File: src/design/pdrx_pkg.sv
// Purpose: Shared constants and the state type of the PD receive status and acknowledge timer block.
// Assumes: 100 MHz device clock; registers are eight bits wide at their printed addresses.
// Notes: The state struct is registered as a whole by the block.
package pdrx_pkg;

  localparam logic [15:0] PDRX_OFF_LINE_STAT = 16'h1a44;
  localparam logic [15:0] PDRX_OFF_PKT_STAT = 16'h1a45;
  localparam logic [15:0] PDRX_OFF_ACK_WAIT = 16'h1a46;

  localparam logic [7:0] PDRX_LINE_STAT_RST = 8'h00;
  localparam logic [7:0] PDRX_PKT_STAT_RST = 8'h00;
  localparam logic [7:0] PDRX_ACK_WAIT_RST = 8'h64;
  localparam logic [7:0] PDRX_MAX_SIZE_RST = 8'h22;

  localparam logic [7:0] PDRX_STAT_NONE = 8'h00;
  localparam logic [7:0] PDRX_STAT_UNKNOWN = 8'hff;
  localparam logic [7:0] PDRX_STAT_MASK = 8'h7f;

  localparam int PDRX_LINE_BUSY_BIT = 0;
  localparam int PDRX_RX_ACTIVE_BIT = 1;
  localparam int PDRX_BAD_CRC_BIT = 0;
  localparam int PDRX_DUP_BIT = 1;
  localparam int PDRX_REPLY_BIT = 2;
  localparam int PDRX_OVER_SIZE_BIT = 3;
  localparam int PDRX_FIFO_FULL_BIT = 4;
  localparam int PDRX_SYM_BIT = 5;
  localparam int PDRX_ODD_BIT = 6;

  localparam int PDRX_CLK_PERIOD_NS = 10;
  localparam int PDRX_TICK_NS = 1000;
  localparam int PDRX_TICK_CYCLES = PDRX_TICK_NS / PDRX_CLK_PERIOD_NS;
  localparam int PDRX_ACK_UNIT_US = 10;
  localparam int PDRX_CRC_BYTES = 4;

  typedef struct packed {
    logic [6:0] div;
    logic tick;
    logic [7:0] line_stat;
    logic [7:0] pkt_stat;
    logic [7:0] ack_val;
    logic [7:0] rdata;
    logic in_pkt;
    logic [8:0] byte_cnt;
    logic overrun;
    logic wait_ack;
    logic [11:0] ack_cnt;
    logic ack_timeout;
    logic retry_req;
    logic bad_pkt_irq;
    logic overrun_irq;
    logic dropped_irq;
    logic reply_irq;
    logic tx_start;
    logic tx_aborted;
    logic [7:0] buf0;
    logic [7:0] buf1;
    logic v0;
    logic v1;
  } pdrx_state_t;

endpackage

File: src/design/pdrx_status_timer.sv
// Purpose: Receive line status, sticky received-packet error status and the acknowledge wait timer.
// Assumes: All inputs are synchronous to mclk_i; packet events come from the receive framer as pulses.
// Notes: Received bytes pass through a two-entry buffer; a byte that meets a full buffer is an overrun.
//
// Behaviour
// - Line-activity bit reads 0 when the line is idle, 1 when busy.
// - Receiver-active bit 1 is set only while busy and own transmitter idle.
// - Contention is checked at the last moment; a busy line aborts and flags.
// - Packet status is kept only while auto response or auto retry is enabled.
// - Once any status bit is set, the field is frozen until software clears it.
// - Status 0x00 means no errors, 0xFF means unknown, others decode by bit.
// - No status bit exists for a matching acknowledge; transmit success shows it.
// - Hardware sets status bits, software clears by ones; several may set together.
// - Odd nibble count drops the packet, sets bit 6, raises bad-packet interrupt.
// - Symbol error without CRC failure sets bit 5 and the bad-packet interrupt.
// - When oversize bit 3 is set, bits 6, 5 and 0 stay clear.
// - Full FIFO at start or during data drops packet, sets bit 4, overrun interrupt.
// - Packet above the maximum size is dropped, sets bit 3, bad-packet interrupt.
// - Non-acknowledge, non-ping reply while awaiting acknowledge sets bit 2, protocol interrupt.
// - Duplicate packet in auto response sets bit 1 and the dropped interrupt.
// - CRC failure sets bit 0, also forced by symbol error or odd nibbles.
// - Only hardware sets status bits; software clears each by writing one.
// - Acknowledge wait is an 8-bit value in 10 us units, reset 64h.
// - The wait counts a free-running 1 us tick, so it may end 1 us early.
// - Packet length, CRC included, is compared with the maximum size, reset 22h.
`timescale 1ns/1ps

module pdrx_status_timer
  import pdrx_pkg::*;
#(
  parameter int DATA_W = 8
)
(
  input wire logic mclk_i,
  input wire logic rstn_i,
  input wire logic [15:0] reg_addr_i,
  input wire logic reg_wr_i,
  input wire logic [7:0] reg_wdata_i,
  input wire logic reg_rd_i,
  output logic [7:0] reg_rdata_o,
  input wire logic line_busy_i,
  input wire logic tx_active_i,
  input wire logic tx_launch_i,
  output logic tx_start_o,
  output logic tx_aborted_o,
  input wire logic auto_resp_en_i,
  input wire logic auto_retry_en_i,
  input wire logic [7:0] rx_max_size_i,
  input wire logic sop_i,
  input wire logic eop_i,
  input wire logic crc_fail_i,
  input wire logic symbol_fault_i,
  input wire logic odd_nibble_i,
  input wire logic duplicate_i,
  input wire logic unexpected_reply_i,
  input wire logic rx_fifo_full_i,
  input wire logic rx_valid_i,
  input wire logic [DATA_W-1:0] rx_data_i,
  output logic rx_ready_o,
  output logic out_valid_o,
  output logic [DATA_W-1:0] out_data_o,
  input wire logic out_ready_i,
  input wire logic tx_end_i,
  input wire logic ack_ok_i,
  output logic ack_timeout_o,
  output logic retry_req_o,
  output logic bad_packet_interrupt_o,
  output logic buffer_overrun_interrupt_o,
  output logic packet_dropped_interrupt_o,
  output logic protocol_error_interrupt_o
);

  localparam logic [6:0] TICK_LAST = 7'(PDRX_TICK_CYCLES - 1);
  localparam logic [11:0] ACK_UNIT = 12'(PDRX_ACK_UNIT_US);
  localparam logic [8:0] CRC_LEN = 9'(PDRX_CRC_BYTES);

  pdrx_state_t st_reg;
  pdrx_state_t st_next;

  logic status_en;
  logic [7:0] clr_mask;
  logic [7:0] kept;
  logic [7:0] set_bits;
  logic oversize;
  logic push;
  logic pop;
  logic [11:0] ack_limit;

  assign status_en = auto_resp_en_i | auto_retry_en_i;
  assign ack_limit = 12'(st_reg.ack_val) * ACK_UNIT;

  always_comb
  begin
    st_next = st_reg;
    st_next.tick = 1'b0;
    st_next.ack_timeout = 1'b0;
    st_next.retry_req = 1'b0;
    st_next.bad_pkt_irq = 1'b0;
    st_next.overrun_irq = 1'b0;
    st_next.dropped_irq = 1'b0;
    st_next.reply_irq = 1'b0;
    st_next.tx_start = 1'b0;
    st_next.tx_aborted = 1'b0;
    set_bits = PDRX_STAT_NONE;
    oversize = 1'b0;

    // Free-running 1 us tick; the wait may therefore end up to one tick early.
    if (st_reg.div == TICK_LAST)
    begin
      st_next.div = 7'h00;
      st_next.tick = 1'b1;
    end
    else
    begin
      st_next.div = st_reg.div + 7'h01;
    end

    st_next.line_stat = PDRX_LINE_STAT_RST;
    st_next.line_stat[PDRX_LINE_BUSY_BIT] = line_busy_i;
    st_next.line_stat[PDRX_RX_ACTIVE_BIT] = line_busy_i & ~tx_active_i;

    // The line is sampled at launch, the latest moment before driving it.
    if (tx_launch_i)
    begin
      st_next.tx_start = ~line_busy_i;
      st_next.tx_aborted = line_busy_i;
    end

    // Two-entry buffer: entry 0 is the head shown at the output.
    pop = st_reg.v0 & out_ready_i;
    push = rx_valid_i & ~st_reg.v1;
    if (pop)
    begin
      st_next.buf0 = st_reg.buf1;
      st_next.v0 = st_reg.v1;
      st_next.v1 = 1'b0;
    end
    if (push)
    begin
      if (!st_next.v0)
      begin
        st_next.buf0 = rx_data_i;
        st_next.v0 = 1'b1;
      end
      else
      begin
        st_next.buf1 = rx_data_i;
        st_next.v1 = 1'b1;
      end
    end

    // Packet framing: count bytes and note any overrun.
    if (sop_i)
    begin
      st_next.in_pkt = 1'b1;
      st_next.byte_cnt = 9'h000;
      st_next.overrun = rx_fifo_full_i | st_reg.v1;
    end
    else if (st_reg.in_pkt && rx_valid_i)
    begin
      if (st_reg.byte_cnt != 9'h1ff)
      begin
        st_next.byte_cnt = st_reg.byte_cnt + 9'h001;
      end
      if (st_reg.v1 || rx_fifo_full_i)
      begin
        st_next.overrun = 1'b1;
      end
    end

    // The maximum size already counts the CRC bytes.
    oversize = st_reg.byte_cnt > {1'b0, rx_max_size_i};
    if (eop_i && st_reg.in_pkt)
    begin
      st_next.in_pkt = 1'b0;
      if (oversize)
      begin
        set_bits[PDRX_OVER_SIZE_BIT] = 1'b1;
      end
      else
      begin
        set_bits[PDRX_BAD_CRC_BIT] = crc_fail_i | symbol_fault_i | odd_nibble_i;
        set_bits[PDRX_SYM_BIT] = symbol_fault_i & ~crc_fail_i;
        set_bits[PDRX_ODD_BIT] = odd_nibble_i;
      end
      set_bits[PDRX_FIFO_FULL_BIT] = st_reg.overrun | rx_fifo_full_i;
      set_bits[PDRX_DUP_BIT] = duplicate_i & auto_resp_en_i;
      set_bits[PDRX_REPLY_BIT] = unexpected_reply_i & st_reg.wait_ack;
      st_next.bad_pkt_irq = set_bits[PDRX_OVER_SIZE_BIT] | set_bits[PDRX_BAD_CRC_BIT];
      st_next.overrun_irq = set_bits[PDRX_FIFO_FULL_BIT];
      st_next.dropped_irq = set_bits[PDRX_DUP_BIT];
      st_next.reply_irq = set_bits[PDRX_REPLY_BIT];
    end

    // Write-one clear; a new status is taken only into an empty field and wins over the clear.
    clr_mask = (reg_wr_i && reg_addr_i == PDRX_OFF_PKT_STAT) ? reg_wdata_i : 8'h00;
    kept = st_reg.pkt_stat & ~clr_mask;
    if (status_en && kept == PDRX_STAT_NONE && (set_bits & PDRX_STAT_MASK) != PDRX_STAT_NONE)
    begin
      st_next.pkt_stat = set_bits & PDRX_STAT_MASK;
    end
    else
    begin
      st_next.pkt_stat = kept;
    end

    if (reg_wr_i && reg_addr_i == PDRX_OFF_ACK_WAIT)
    begin
      st_next.ack_val = reg_wdata_i;
    end

    // Acknowledge wait: armed by the end of a transmission, stopped by a good acknowledge.
    if (tx_end_i)
    begin
      st_next.wait_ack = 1'b1;
      st_next.ack_cnt = 12'h000;
    end
    else if (ack_ok_i)
    begin
      st_next.wait_ack = 1'b0;
    end
    else if (st_reg.wait_ack && st_reg.tick)
    begin
      if (st_reg.ack_cnt + 12'h001 >= ack_limit)
      begin
        st_next.wait_ack = 1'b0;
        st_next.ack_timeout = 1'b1;
        st_next.retry_req = auto_retry_en_i;
      end
      else
      begin
        st_next.ack_cnt = st_reg.ack_cnt + 12'h001;
      end
    end

    if (reg_rd_i)
    begin
      case (reg_addr_i)
        PDRX_OFF_LINE_STAT: st_next.rdata = st_reg.line_stat;
        PDRX_OFF_PKT_STAT: st_next.rdata = status_en ? st_reg.pkt_stat : PDRX_STAT_UNKNOWN;
        PDRX_OFF_ACK_WAIT: st_next.rdata = st_reg.ack_val;
        default: st_next.rdata = 8'h00;
      endcase
    end
  end

  always_ff @(posedge mclk_i or negedge rstn_i)
  begin
    if (!rstn_i)
    begin
      st_reg <= '0;
      st_reg.line_stat <= PDRX_LINE_STAT_RST;
      st_reg.pkt_stat <= PDRX_PKT_STAT_RST;
      st_reg.ack_val <= PDRX_ACK_WAIT_RST;
    end
    else
    begin
      st_reg <= st_next;
    end
  end

  assign reg_rdata_o = st_reg.rdata;
  assign tx_start_o = st_reg.tx_start;
  assign tx_aborted_o = st_reg.tx_aborted;
  assign rx_ready_o = ~st_reg.v1;
  assign out_valid_o = st_reg.v0;
  assign out_data_o = st_reg.buf0;
  assign ack_timeout_o = st_reg.ack_timeout;
  assign retry_req_o = st_reg.retry_req;
  assign bad_packet_interrupt_o = st_reg.bad_pkt_irq;
  assign buffer_overrun_interrupt_o = st_reg.overrun_irq;
  assign packet_dropped_interrupt_o = st_reg.dropped_irq;
  assign protocol_error_interrupt_o = st_reg.reply_irq;

  property p_line_busy;
    @(posedge mclk_i) disable iff (!rstn_i)
    ##1 st_reg.line_stat[PDRX_LINE_BUSY_BIT] == $past(line_busy_i);
  endproperty
  a_line_busy: assert property (p_line_busy) else $error("Line-activity bit does not follow the line.");

  property p_rx_active;
    @(posedge mclk_i) disable iff (!rstn_i)
    (line_busy_i && tx_active_i) |=> !st_reg.line_stat[PDRX_RX_ACTIVE_BIT];
  endproperty
  a_rx_active: assert property (p_rx_active) else $error("Receiver shown active while transmitting.");

  property p_contention;
    @(posedge mclk_i) disable iff (!rstn_i)
    (tx_launch_i && line_busy_i) |=> (tx_aborted_o && !tx_start_o) ##1 !tx_aborted_o;
  endproperty
  a_contention: assert property (p_contention) else $error("Busy line did not abort the launch.");

  property p_disabled;
    @(posedge mclk_i) disable iff (!rstn_i)
    (!status_en && st_reg.pkt_stat == PDRX_STAT_NONE) |=> st_reg.pkt_stat == PDRX_STAT_NONE;
  endproperty
  a_disabled: assert property (p_disabled) else $error("Status changed with auto modes off.");

  property p_sticky;
    @(posedge mclk_i) disable iff (!rstn_i)
    ((st_reg.pkt_stat & ~clr_mask) != PDRX_STAT_NONE) |=> (st_reg.pkt_stat & ~$past(st_reg.pkt_stat)) == 8'h00;
  endproperty
  a_sticky: assert property (p_sticky) else $error("Set status field was updated by hardware.");

  property p_oversize_excl;
    @(posedge mclk_i) disable iff (!rstn_i)
    st_reg.pkt_stat[PDRX_OVER_SIZE_BIT] |-> (st_reg.pkt_stat & 8'h61) == 8'h00;
  endproperty
  a_oversize_excl: assert property (p_oversize_excl) else $error("CRC-class bit set with oversize.");

  property p_crc_forced;
    @(posedge mclk_i) disable iff (!rstn_i)
    (eop_i && st_reg.in_pkt && status_en && st_reg.pkt_stat == PDRX_STAT_NONE && !clr_mask[0]
      && !oversize && (symbol_fault_i || odd_nibble_i))
    |=> st_reg.pkt_stat[PDRX_BAD_CRC_BIT] && bad_packet_interrupt_o;
  endproperty
  a_crc_forced: assert property (p_crc_forced) else $error("Bad CRC bit not forced.");

  property p_odd;
    @(posedge mclk_i) disable iff (!rstn_i)
    (eop_i && st_reg.in_pkt && odd_nibble_i && !oversize) |=> bad_packet_interrupt_o;
  endproperty
  a_odd: assert property (p_odd) else $error("Odd nibbles did not raise bad-packet.");

  property p_overrun;
    @(posedge mclk_i) disable iff (!rstn_i)
    (eop_i && st_reg.in_pkt && st_reg.overrun) |=> buffer_overrun_interrupt_o;
  endproperty
  a_overrun: assert property (p_overrun) else $error("Overrun not reported at packet end.");

  property p_w1c;
    @(posedge mclk_i) disable iff (!rstn_i)
    (reg_wr_i && reg_addr_i == PDRX_OFF_PKT_STAT && !eop_i) |=> (st_reg.pkt_stat & $past(reg_wdata_i)) == 8'h00;
  endproperty
  a_w1c: assert property (p_w1c) else $error("Written ones did not clear status.");

  property p_timeout;
    @(posedge mclk_i) disable iff (!rstn_i)
    ack_timeout_o |-> $past(st_reg.ack_cnt) + 12'h001 >= $past(ack_limit) && $past(st_reg.tick);
  endproperty
  a_timeout: assert property (p_timeout) else $error("Acknowledge wait ended early.");

  property p_retry;
    @(posedge mclk_i) disable iff (!rstn_i)
    retry_req_o |-> ack_timeout_o;
  endproperty
  a_retry: assert property (p_retry) else $error("Retry without a timed-out wait.");

endmodule

File: config.mk
export PLATFORM = sky130hd
export DESIGN_NAME = pdrx_status_timer
export DESIGN_NICKNAME = d
export VERILOG_FILES = /design/src/design/pdrx_pkg.sv /design/src/design/pdrx_status_timer.sv
export SDC_FILE = /design/constraint.sdc
export NUM_CORES = 1
export LEC_CHECK = 0
export ABC_AREA = 1
export ABC_CLOCK_PERIOD_IN_PS = 3150
export BUFFER_PORTS_ARGS = -buffer_cell sky130_fd_sc_hd__buf_2
export CAP_MARGIN = 20
export CORE_ASPECT_RATIO = 1.25
export CORE_MARGIN = 5
export CORE_UTILIZATION = 39
export DETAILED_ROUTE_END_ITERATION = 6
export GPL_TIMING_DRIVEN = 0
export SLEW_MARGIN = 0
export SYNTH_ARGS = -nofsm -noshare
export SYNTH_HDL_FRONTEND = slang
export SYNTH_SLANG_ARGS = --single-unit
export TNS_END_PERCENT = 1
File: constraint.sdc
create_clock -name mclk_i -period 3.15 [get_ports mclk_i]
set_input_delay 0.315 -clock mclk_i [delete_from_list [all_inputs] [get_ports mclk_i]]
set_output_delay 0.315 -clock mclk_i [all_outputs]
set_load 0.1 [all_outputs]
Yosys cells after proc, flatten, opt, wreduce, memory -nomap -nowiden
Cells that the tools add are included.
{"block": "totals", "ff_bits": 84, "output_inout_bits": 26}
{"block": "classes", "n_addsub": 3, "multipliers": 1, "n_lt_le_gt_ge": 2, "eq_ne": 7, "mux": 34, "bitwise_logic": 18, "reduce_logical": 22}
{"cell": "equality test 16 x 13 -> 1 bit, second input constant", "n": 3}
{"cell": "two-way mux 8 bit", "n": 6}
{"cell": "one-hot mux 8 bit (3 select lines)", "n": 1}
{"cell": "two-way mux 10 bit", "n": 2}
{"cell": "two-way mux 18 bit", "n": 1}
{"cell": "two-way mux 15 bit", "n": 1}
{"cell": "two-way mux 14 bit", "n": 1}
{"cell": "two-way mux 7 bit", "n": 2}
{"cell": "two-way mux 13 bit", "n": 1}
{"cell": "adder 12 x 1 -> 12 bit, second input constant", "n": 1}
{"cell": ">= comparator 12 bit", "n": 1}
{"cell": "two-way mux 12 bit", "n": 1}
{"cell": "multiplier 8 x 3 -> 11 bit, second input constant", "n": 1}
{"cell": "two-way mux 1 bit", "n": 11}
{"cell": "two-way mux 2 bit", "n": 5}
{"cell": "nonzero test 2 bit", "n": 5}
{"cell": "adder 9 x 1 -> 9 bit, second input constant", "n": 1}
{"cell": "greater-than comparator 9 x 8 -> 1 bit", "n": 1}
{"cell": "two-way mux 9 bit", "n": 1}
{"cell": "inequality test 9 bit, second input constant", "n": 1}
{"cell": "bitwise AND 8 bit", "n": 1}
{"cell": "zero test 8 bit", "n": 1}
{"cell": "inverter 8 bit", "n": 1}
{"cell": "AND reduction 2 bit", "n": 4}
{"cell": "other kinds (12)", "n": 33}

Longest topological paths before layout
Gate-level depths: netlist of run 1.
{"block": "logic_depth", "ltp_word": 9, "ltp_mapped": 18}

Worst setup path after synthesis of run 1
No wires, ideal clock.
{"block": "synth_timing", "path_type": "register -> register", "start": "register st_reg[61] (netlist bit)", "end": "register st_reg[34] (netlist bit)", "setup_ns": 0.129, "t_arrival_ns": 2.978, "required_ns": 3.021, "slack_ns": 0.043, "path_stages_with_launch": 17, "n_path_buf": 0, "synth_period_minus_slack_ns": 3.107, "path_cell_list": "dfrtp_1 -> ha_1 -> ha_1 -> fa_1 -> nand3_1 -> and2_1 -> inv_1 -> a21oi_1 -> o21ai_0 -> xnor2_1 -> ha_1 -> inv_1 -> o21bai_1 -> a211oi_1 -> nand3_1 -> nand2_1 -> o21ai_0"}
{"block": "synth_via", "elab_chain_cells": 4}
{"element": "start: declaration", "line": "pdrx_status_timer.sv:77", "rtl": "pdrx_state_t st_reg;"}
{"element": "start signal: assignment", "line": "pdrx_status_timer.sv:258", "rtl": "st_reg <= st_next;"}
{"element": "multiplier 8 x 3 -> 11 bit", "line": "pdrx_status_timer.sv:90", "rtl": "assign ack_limit = 12'(st_reg.ack_val) * ACK_UNIT;"}
{"element": ">= comparator 12 bit", "line": "pdrx_status_timer.sv:224", "rtl": "if (st_reg.ack_cnt + 12'h001 >= ack_limit)"}
{"element": "inequality test 2 bit (no line)"}
{"element": "AND reduction 3 bit (no line)"}
Every way passes these cells.
A chain may end at the register's enable or synchronous reset.

Worst setup path in the final report of run 1
{"block": "layout_timing", "start": "register st_reg[59] (netlist bit)", "end": "register st_reg[34] (netlist bit)"}
The elaborated chain is that of the path after synthesis.

==> results of run 1 <==
power breakdown:
part / switching [µW] / leakage (µW) / internal, µW
sequential: 98.6 / 0.00108 / 1260
combinational: 880 / 0.00185 / 332
clock: 432 / 0.000158 / 739
final timing paths:
check	slack (ns)	end
worst max-delay path	-0.15	st_reg[34]
worst max register to register	-0.15	st_reg[34]
max in group asynchronous	2.09	st_reg[63]
min in group asynchronous	0.40	st_reg[36]
worst min register to register	0.46	st_reg[83]
worst min-delay path	0.12	st_reg[75]
area by class of cell:
class / instances / area (µm²)
fillers: 1204 / 6140
multi-input cells: 395 / 2480
flip-flops and latches: 84 / 2110
repair buffers: 96 / 539
clock buffers: 11 / 253
inverters: 65 / 245
well taps: 164 / 205
plain buffers: 23 / 168
clock inverters: 5 / 83.8
stage by stage:
| stage | setup WS (ns) | setup TNS [ns] | hold slack [ns] |
|---|---|---|---|
| detailed placement | -0.672 | -7.88 | 0.228 |
| floorplan | 0.0432 | 0 | 0.0194 |
| CTS | -0.0701 | -0.625 | 0.112 |
| global placement | -0.541 | -6.44 | 0.453 |
| global route | -0.312 | -3.90 | 0.126 |
| finish | -0.151 | -1.50 | 0.123 |
cell usage after synthesis:
cell type	instances
a31oi_1	8
nor3_1	10
clkinv_2	1
mux2_2	14
nand3b_1	2
xor2_1	15
a21boi_0	1
nand4_1	12
inv_2	2
o21bai_1	1
xnor2_1	3
buf_6	1
buf_2	2
nand2_2	5
nor4_1	1
a21oi_1	22
or2_2	1
nor2_1	47
buf_4	18
nor2_4	4
dfrtp_1	81
o21ai_1	2
and3_1	2
nand3_1	42
o21a_1	1
o21a_2	1
ha_1	35
nor3b_1	1
nor2_2	4
o211ai_1	1
inv_1	58
nor3_2	6
dfstp_2	3
a211oi_1	1
o21ai_0	30
and2_1	2
clkinv_1	4
clkbuf_1	2
nand3_2	6
fa_1	1
o21ai_2	1
nand2_1	113
per-layer routing:
layer  vias up  share of wire  global-route usage
li1       2068              -                   -
met1      1948           0.42               0.203
met2        88           0.52               0.281
met3        12          0.041              0.0220
met4         0          0.016              0.0665
met5         -              0                   0
logic make-up after synthesis:
logic type               after synthesis  synth area share
flip-flops                            84             0.431
AND/OR/NAND/NOR                      258             0.249
multiplexers                          14            0.0323
XOR/XNOR                              18            0.0323
AO/OA/AOI/OAI                         69            0.0769
adder cells (fa/ha/maj)               36            0.0938
buffers and inverters                 88            0.0838
worst max-delay path, cell delays in order, from the launching register on:
cell and delay [ns]:
dfrtp_1 0.42, ha_4 0.26, ha_4 0.16, fa_2 0.41
nand3_2 0.07, and2_4 0.15, inv_2 0.03, a21oi_2 0.11
o21ai_1 0.08, xnor2_1 0.19, ha_1 0.28, nand4_1 0.13
a21oi_2 0.05, a211oi_2 0.34, nand2_1 0.14, inv_2 0.12
buf_6 0.12, nand3_1 0.08, o21ai_1 0.11
what timing repair did:
action	4_1_cts	5_1_grt
pin swaps	12	10
hold buffers	1	0
buffers inserted	8	1
cloned	1	0
endpoints found under the setup margin	15	15
hold endpoints to repair	19	0
resized for setup	22	9
==> results.cfg, run 1 <==
[run_status]
status = finished with violations
violations = setup timing

[critical_path]
critPathArrivalTime_ns = 3.57
start_kind = register
r2r_cells = 18
crit_required_ns = 3.42
crit_start = st_reg[59]
r2r_start = st_reg[59]
worstSetupPathType = register to register
crit_fanout = 5
crit_path_end_kind = register

[cts]
cts.sinks = 84
htree_levels = 3
path_clk_slew_ns = 0.07
cts_root_buf = clkbuf_16
clk_latency_ns = 0.34
numCtsBuffers = 9
cts.path.max_buffers = 2
cts_tree = yes

[timing]
min_period_ns = 3.30
layout_setup_ws_ns = -0.151
finClkSkew_ns = 0.0129
post-route-period-util = 1.05
slew_violations = 0
worstMarginPinSlew_ns = 0.671
hold_viol_final = 0
setup_viol = 15
maxSlewHeadroom = 0.551
max_freq_mhz = 303
rsz0062_at_grt = true

[yosys]
seq_area_frac_synth = 0.431
synth_area_leaders = dfrtp_1 42%, ha_1 9.0%, nand2_1 8.7%
syn_area_um2 = 4880
syn_nets = 664
avgSynthCellArea_um2 = 8.61
synth.top_cell.area_share = 0.415
synth_top_area_cell = dfrtp_1
yosys_warnings = 0
netlist_instances = 567
synth-seq-cells = 84
yosysUniqueCellTypes = 42

[hold_path]
hold_depth = 2
hp-class = input pin to register
holdCritStartpoint = tx_active_i

[floorplanning]
die_area_um2 = 14900
io_pins = 87
core_area_um2 = 12200
die_y_um = 135
rows = 45
start_util = 0.399
die_x_um = 110

[route]
drt_iter0_drc = 125
drt_pass1_iterations = 4
routed_wl_mm = 11.4
vias_per_cell = 4.88
routedWlPerCell_um = 13.6
vias = 4116
ant_nets = 0
drc = 0

[placed_design]
gp_congestion = 0.823
portBuffers = 84
dp_hpwl_mm = 8.73
dp.cells = 816
place_area_um2 = 5540

[power_and_ir_drop]
power_density_nw_per_um2 = 615
power_uw = 3740
p_leak_uw = 0.00309
max-vdd-ir-drop_mv = 0.689

[final_layout]
final_util = 0.498
largest_reg_flops = 59
mostFrequentLayoutCell = nand2_1
nNetsFinal = 771
mostFrequentLayoutCells = 112 x nand2_1, 85 x buf_2, 81 x dfrtp_1
area_growth_pct = 24.6
antenna_cells = 0
fin_area_um2 = 6080
final_cells = 843
layout-drive-gt1-share = 0.296

[global_route]
first_global_vias = 4172
grt_pass1_wl_mm = 19.2
grt_usage = 0.163
overflow = 0
grt_max_degree = 66
antenna_found_initial = 0

[run]
drv_cap = 0
(Power assumes the default switching activity.)
==> run 2: changes to the inputs <==
- CORE_MARGIN: 5 -> 2
==> run 2 against run 1 <==
Against the previous run: the flow still finishes with violations (setup timing); first-iteration DRC count up 8.0%; sequential share of layout area decreased by 0.18 points; global-route usage rose by 1.6 points; largest cell class unchanged; largest power group unchanged; register-to-register slack better by 0.02 ns.
==> results.cfg, run 2 (synthesis results as in run 1) <==
[route]
vias_per_cell = 4.91
vias = 4155
routed_wl_mm = 11.4
drc = 0
routedWlPerCell_um = 13.5
ant_nets = 0
drt_pass1_iterations = 5
drt_iter0_drc = 135

[power_and_ir_drop]
p_leak_uw = 0.00311
power_density_nw_per_um2 = 603
max-vdd-ir-drop_mv = 0.651

[cts]
cts_root_buf = clkbuf_16
numCtsBuffers = 9
path_clk_slew_ns = 0.06
cts.sinks = 84
htree_levels = 3
cts.path.max_buffers = 2
cts_tree = yes
clk_latency_ns = 0.35

[run_status]
violations = setup timing
status = finished with violations

[timing]
worstMarginPinSlew_ns = 0.658
rsz0062_at_grt = true
max_freq_mhz = 305
layout_setup_ws_ns = -0.132
maxSlewHeadroom = 0.560
hold_viol_final = 0
post-route-period-util = 1.04
whs_ns = 0.112
min_period_ns = 3.28
finClkSkew_ns = 0.00927
setup_viol = 15
slew_violations = 0
fin_tns_setup_ns = -1.25

[critical_path]
crit_required_ns = 3.38
r2r_end = st_reg[30]
cp_top_family = compound AO/OA/AOI/OAI gates
critPathArrivalTime_ns = 3.51
slowest_stage = dfstp_2
r2r_start = st_reg[63]
crit_fanout = 7
cpMostUsedCell = a21oi_2
critPathMaxStageDelay_ns = 0.56
crit_path_end_kind = register
rrSetupSlack_ns = -0.13
r2r_cells = 16
worstSetupPathType = register to register
crit_buf_inv = 2
crit_cells = 16
start_kind = register
cp_cell_sequence = ha_4 > ha_4 > a21oi_2 > nand2_1 > a21oi_2 > inv_1 > a21oi_2 > xor2_1 > ha_1 > a21oi_2 > o21bai_1 > a211oi_2 > buf_4 > nand3_4 > nand2_4 > o21ai_1

[floorplanning]
rows = 45
core_area_um2 = 12200
io_pins = 87
start_util = 0.401
die_area_um2 = 13400
die_y_um = 129
die_x_um = 104

[final_layout]
layout-drive-gt1-share = 0.306
nNetsFinal = 775
mostFrequentLayoutCells = 112 x nand2_1, 85 x buf_2, 80 x dfrtp_1
fillers = 1170
mostFrequentLayoutCell = nand2_1
area_growth_pct = 25.3
multi_input_area_um2 = 2510
antenna_cells = 0
largest_reg_flops = 59
final_util = 0.503
ff_latch_area_um2 = 2110
final_cells = 846

[run]
drv_cap = 0

[global_route]
grt_usage = 0.179
antenna_found_initial = 0
overflow = 0
grt_pass1_wl_mm = 19.3
grt_max_degree = 67
first_global_vias = 4228

[hold_path]
hold_depth = 2
hold_path_end = st_reg[75]
hp-class = input pin to register
holdCritStartpoint = tx_active_i

[placed_design]
gp_congestion = 0.820
pre_cts_ws_ns = -0.605
portBuffers = 84
dp.cells = 816
dp_hpwl_mm = 8.35
-- run 2: cell types whose count changed in the layout (fill, tap and decap cells not counted), sizes merged --
cell and delta:
buf +4, clkbuf -1, clkinv +1, clkinvlp -1
-- run 2: stage by stage --
stage / cell area, µm² / power [µW]
2_1_floorplan: 4880 / 2340
3_3_place_gp: 5510 / 2570
3_5_place_dp: 5540 / 2590
4_1_cts: 5990 / 3720
5_1_grt: 6110 / 3880
6_report: 6110 / 3690
-- run 2: layout make-up --
| type | instances | share of cell area |
|---|---|---|
| Clock buffer | 10 | 0.0374 |
| Buffer | 23 | 0.0274 |
| Timing Repair Buffer | 100 | 0.0931 |
| Clock inverter | 5 | 0.0127 |
| Multi-Input combinational cell | 395 | 0.411 |
| Sequential cell | 84 | 0.345 |
| Tap cell | 164 | 0.0336 |
| Inverter | 65 | 0.0401 |
-- run 2: layer usage --
metal | global-route usage | wire [µm] | up-vias
met4 | 0.0723 | 251 | 0
li1 | - | - | 2077
met3 | 0.0357 | 529 | 21
met2 | 0.318 | 5720 | 95
met5 | 0 | 0 | -
met1 | 0.214 | 4890 | 1962
-- run 2: worst max-delay path by stage --
| stage | start | end |
|---|---|---|
| floorplan | st_reg[61] | st_reg[34] |
| global placement | st_reg[63] | st_reg[30] |
| detailed placement | st_reg[63] | st_reg[30] |
| CTS | st_reg[61] | st_reg[29] |
| global route | st_reg[63] | st_reg[31] |
| finish | st_reg[63] | st_reg[30] |
-- run 2: power by group --
| part | switching, µW | total [µW] | internal [µW] | leakage [µW] |
|---|---|---|---|---|
| Clock | 427 | 1110 | 687 | 0.000148 |
| Combinational | 885 | 1220 | 332 | 0.00188 |
| Sequential | 100 | 1360 | 1260 | 0.00108 |
| Total | 1410 | 3690 | 2280 | 0.00311 |
-- run 2: timing repair --
item	in CTS	in global routing
gates resized for setup	24	14
cloned	1	0
hold endpoints to repair	18	0
setup buffers	9	4
pin swaps	23	20
hold buffers	1	0
endpoints found under the setup margin	15	15
-- run 2: worst reg2reg max path: cells and delay by family (launching register included) --
kind                       cells  cell delay [ns]
DFF                            1             0.56
xor gates and xnor gates       1             0.17
buffers and inverters          2             0.23
AOI/OAI and AO/OA              7             1.07
and+or+nand+nor                3             0.39
adders and majority gates      3             0.74
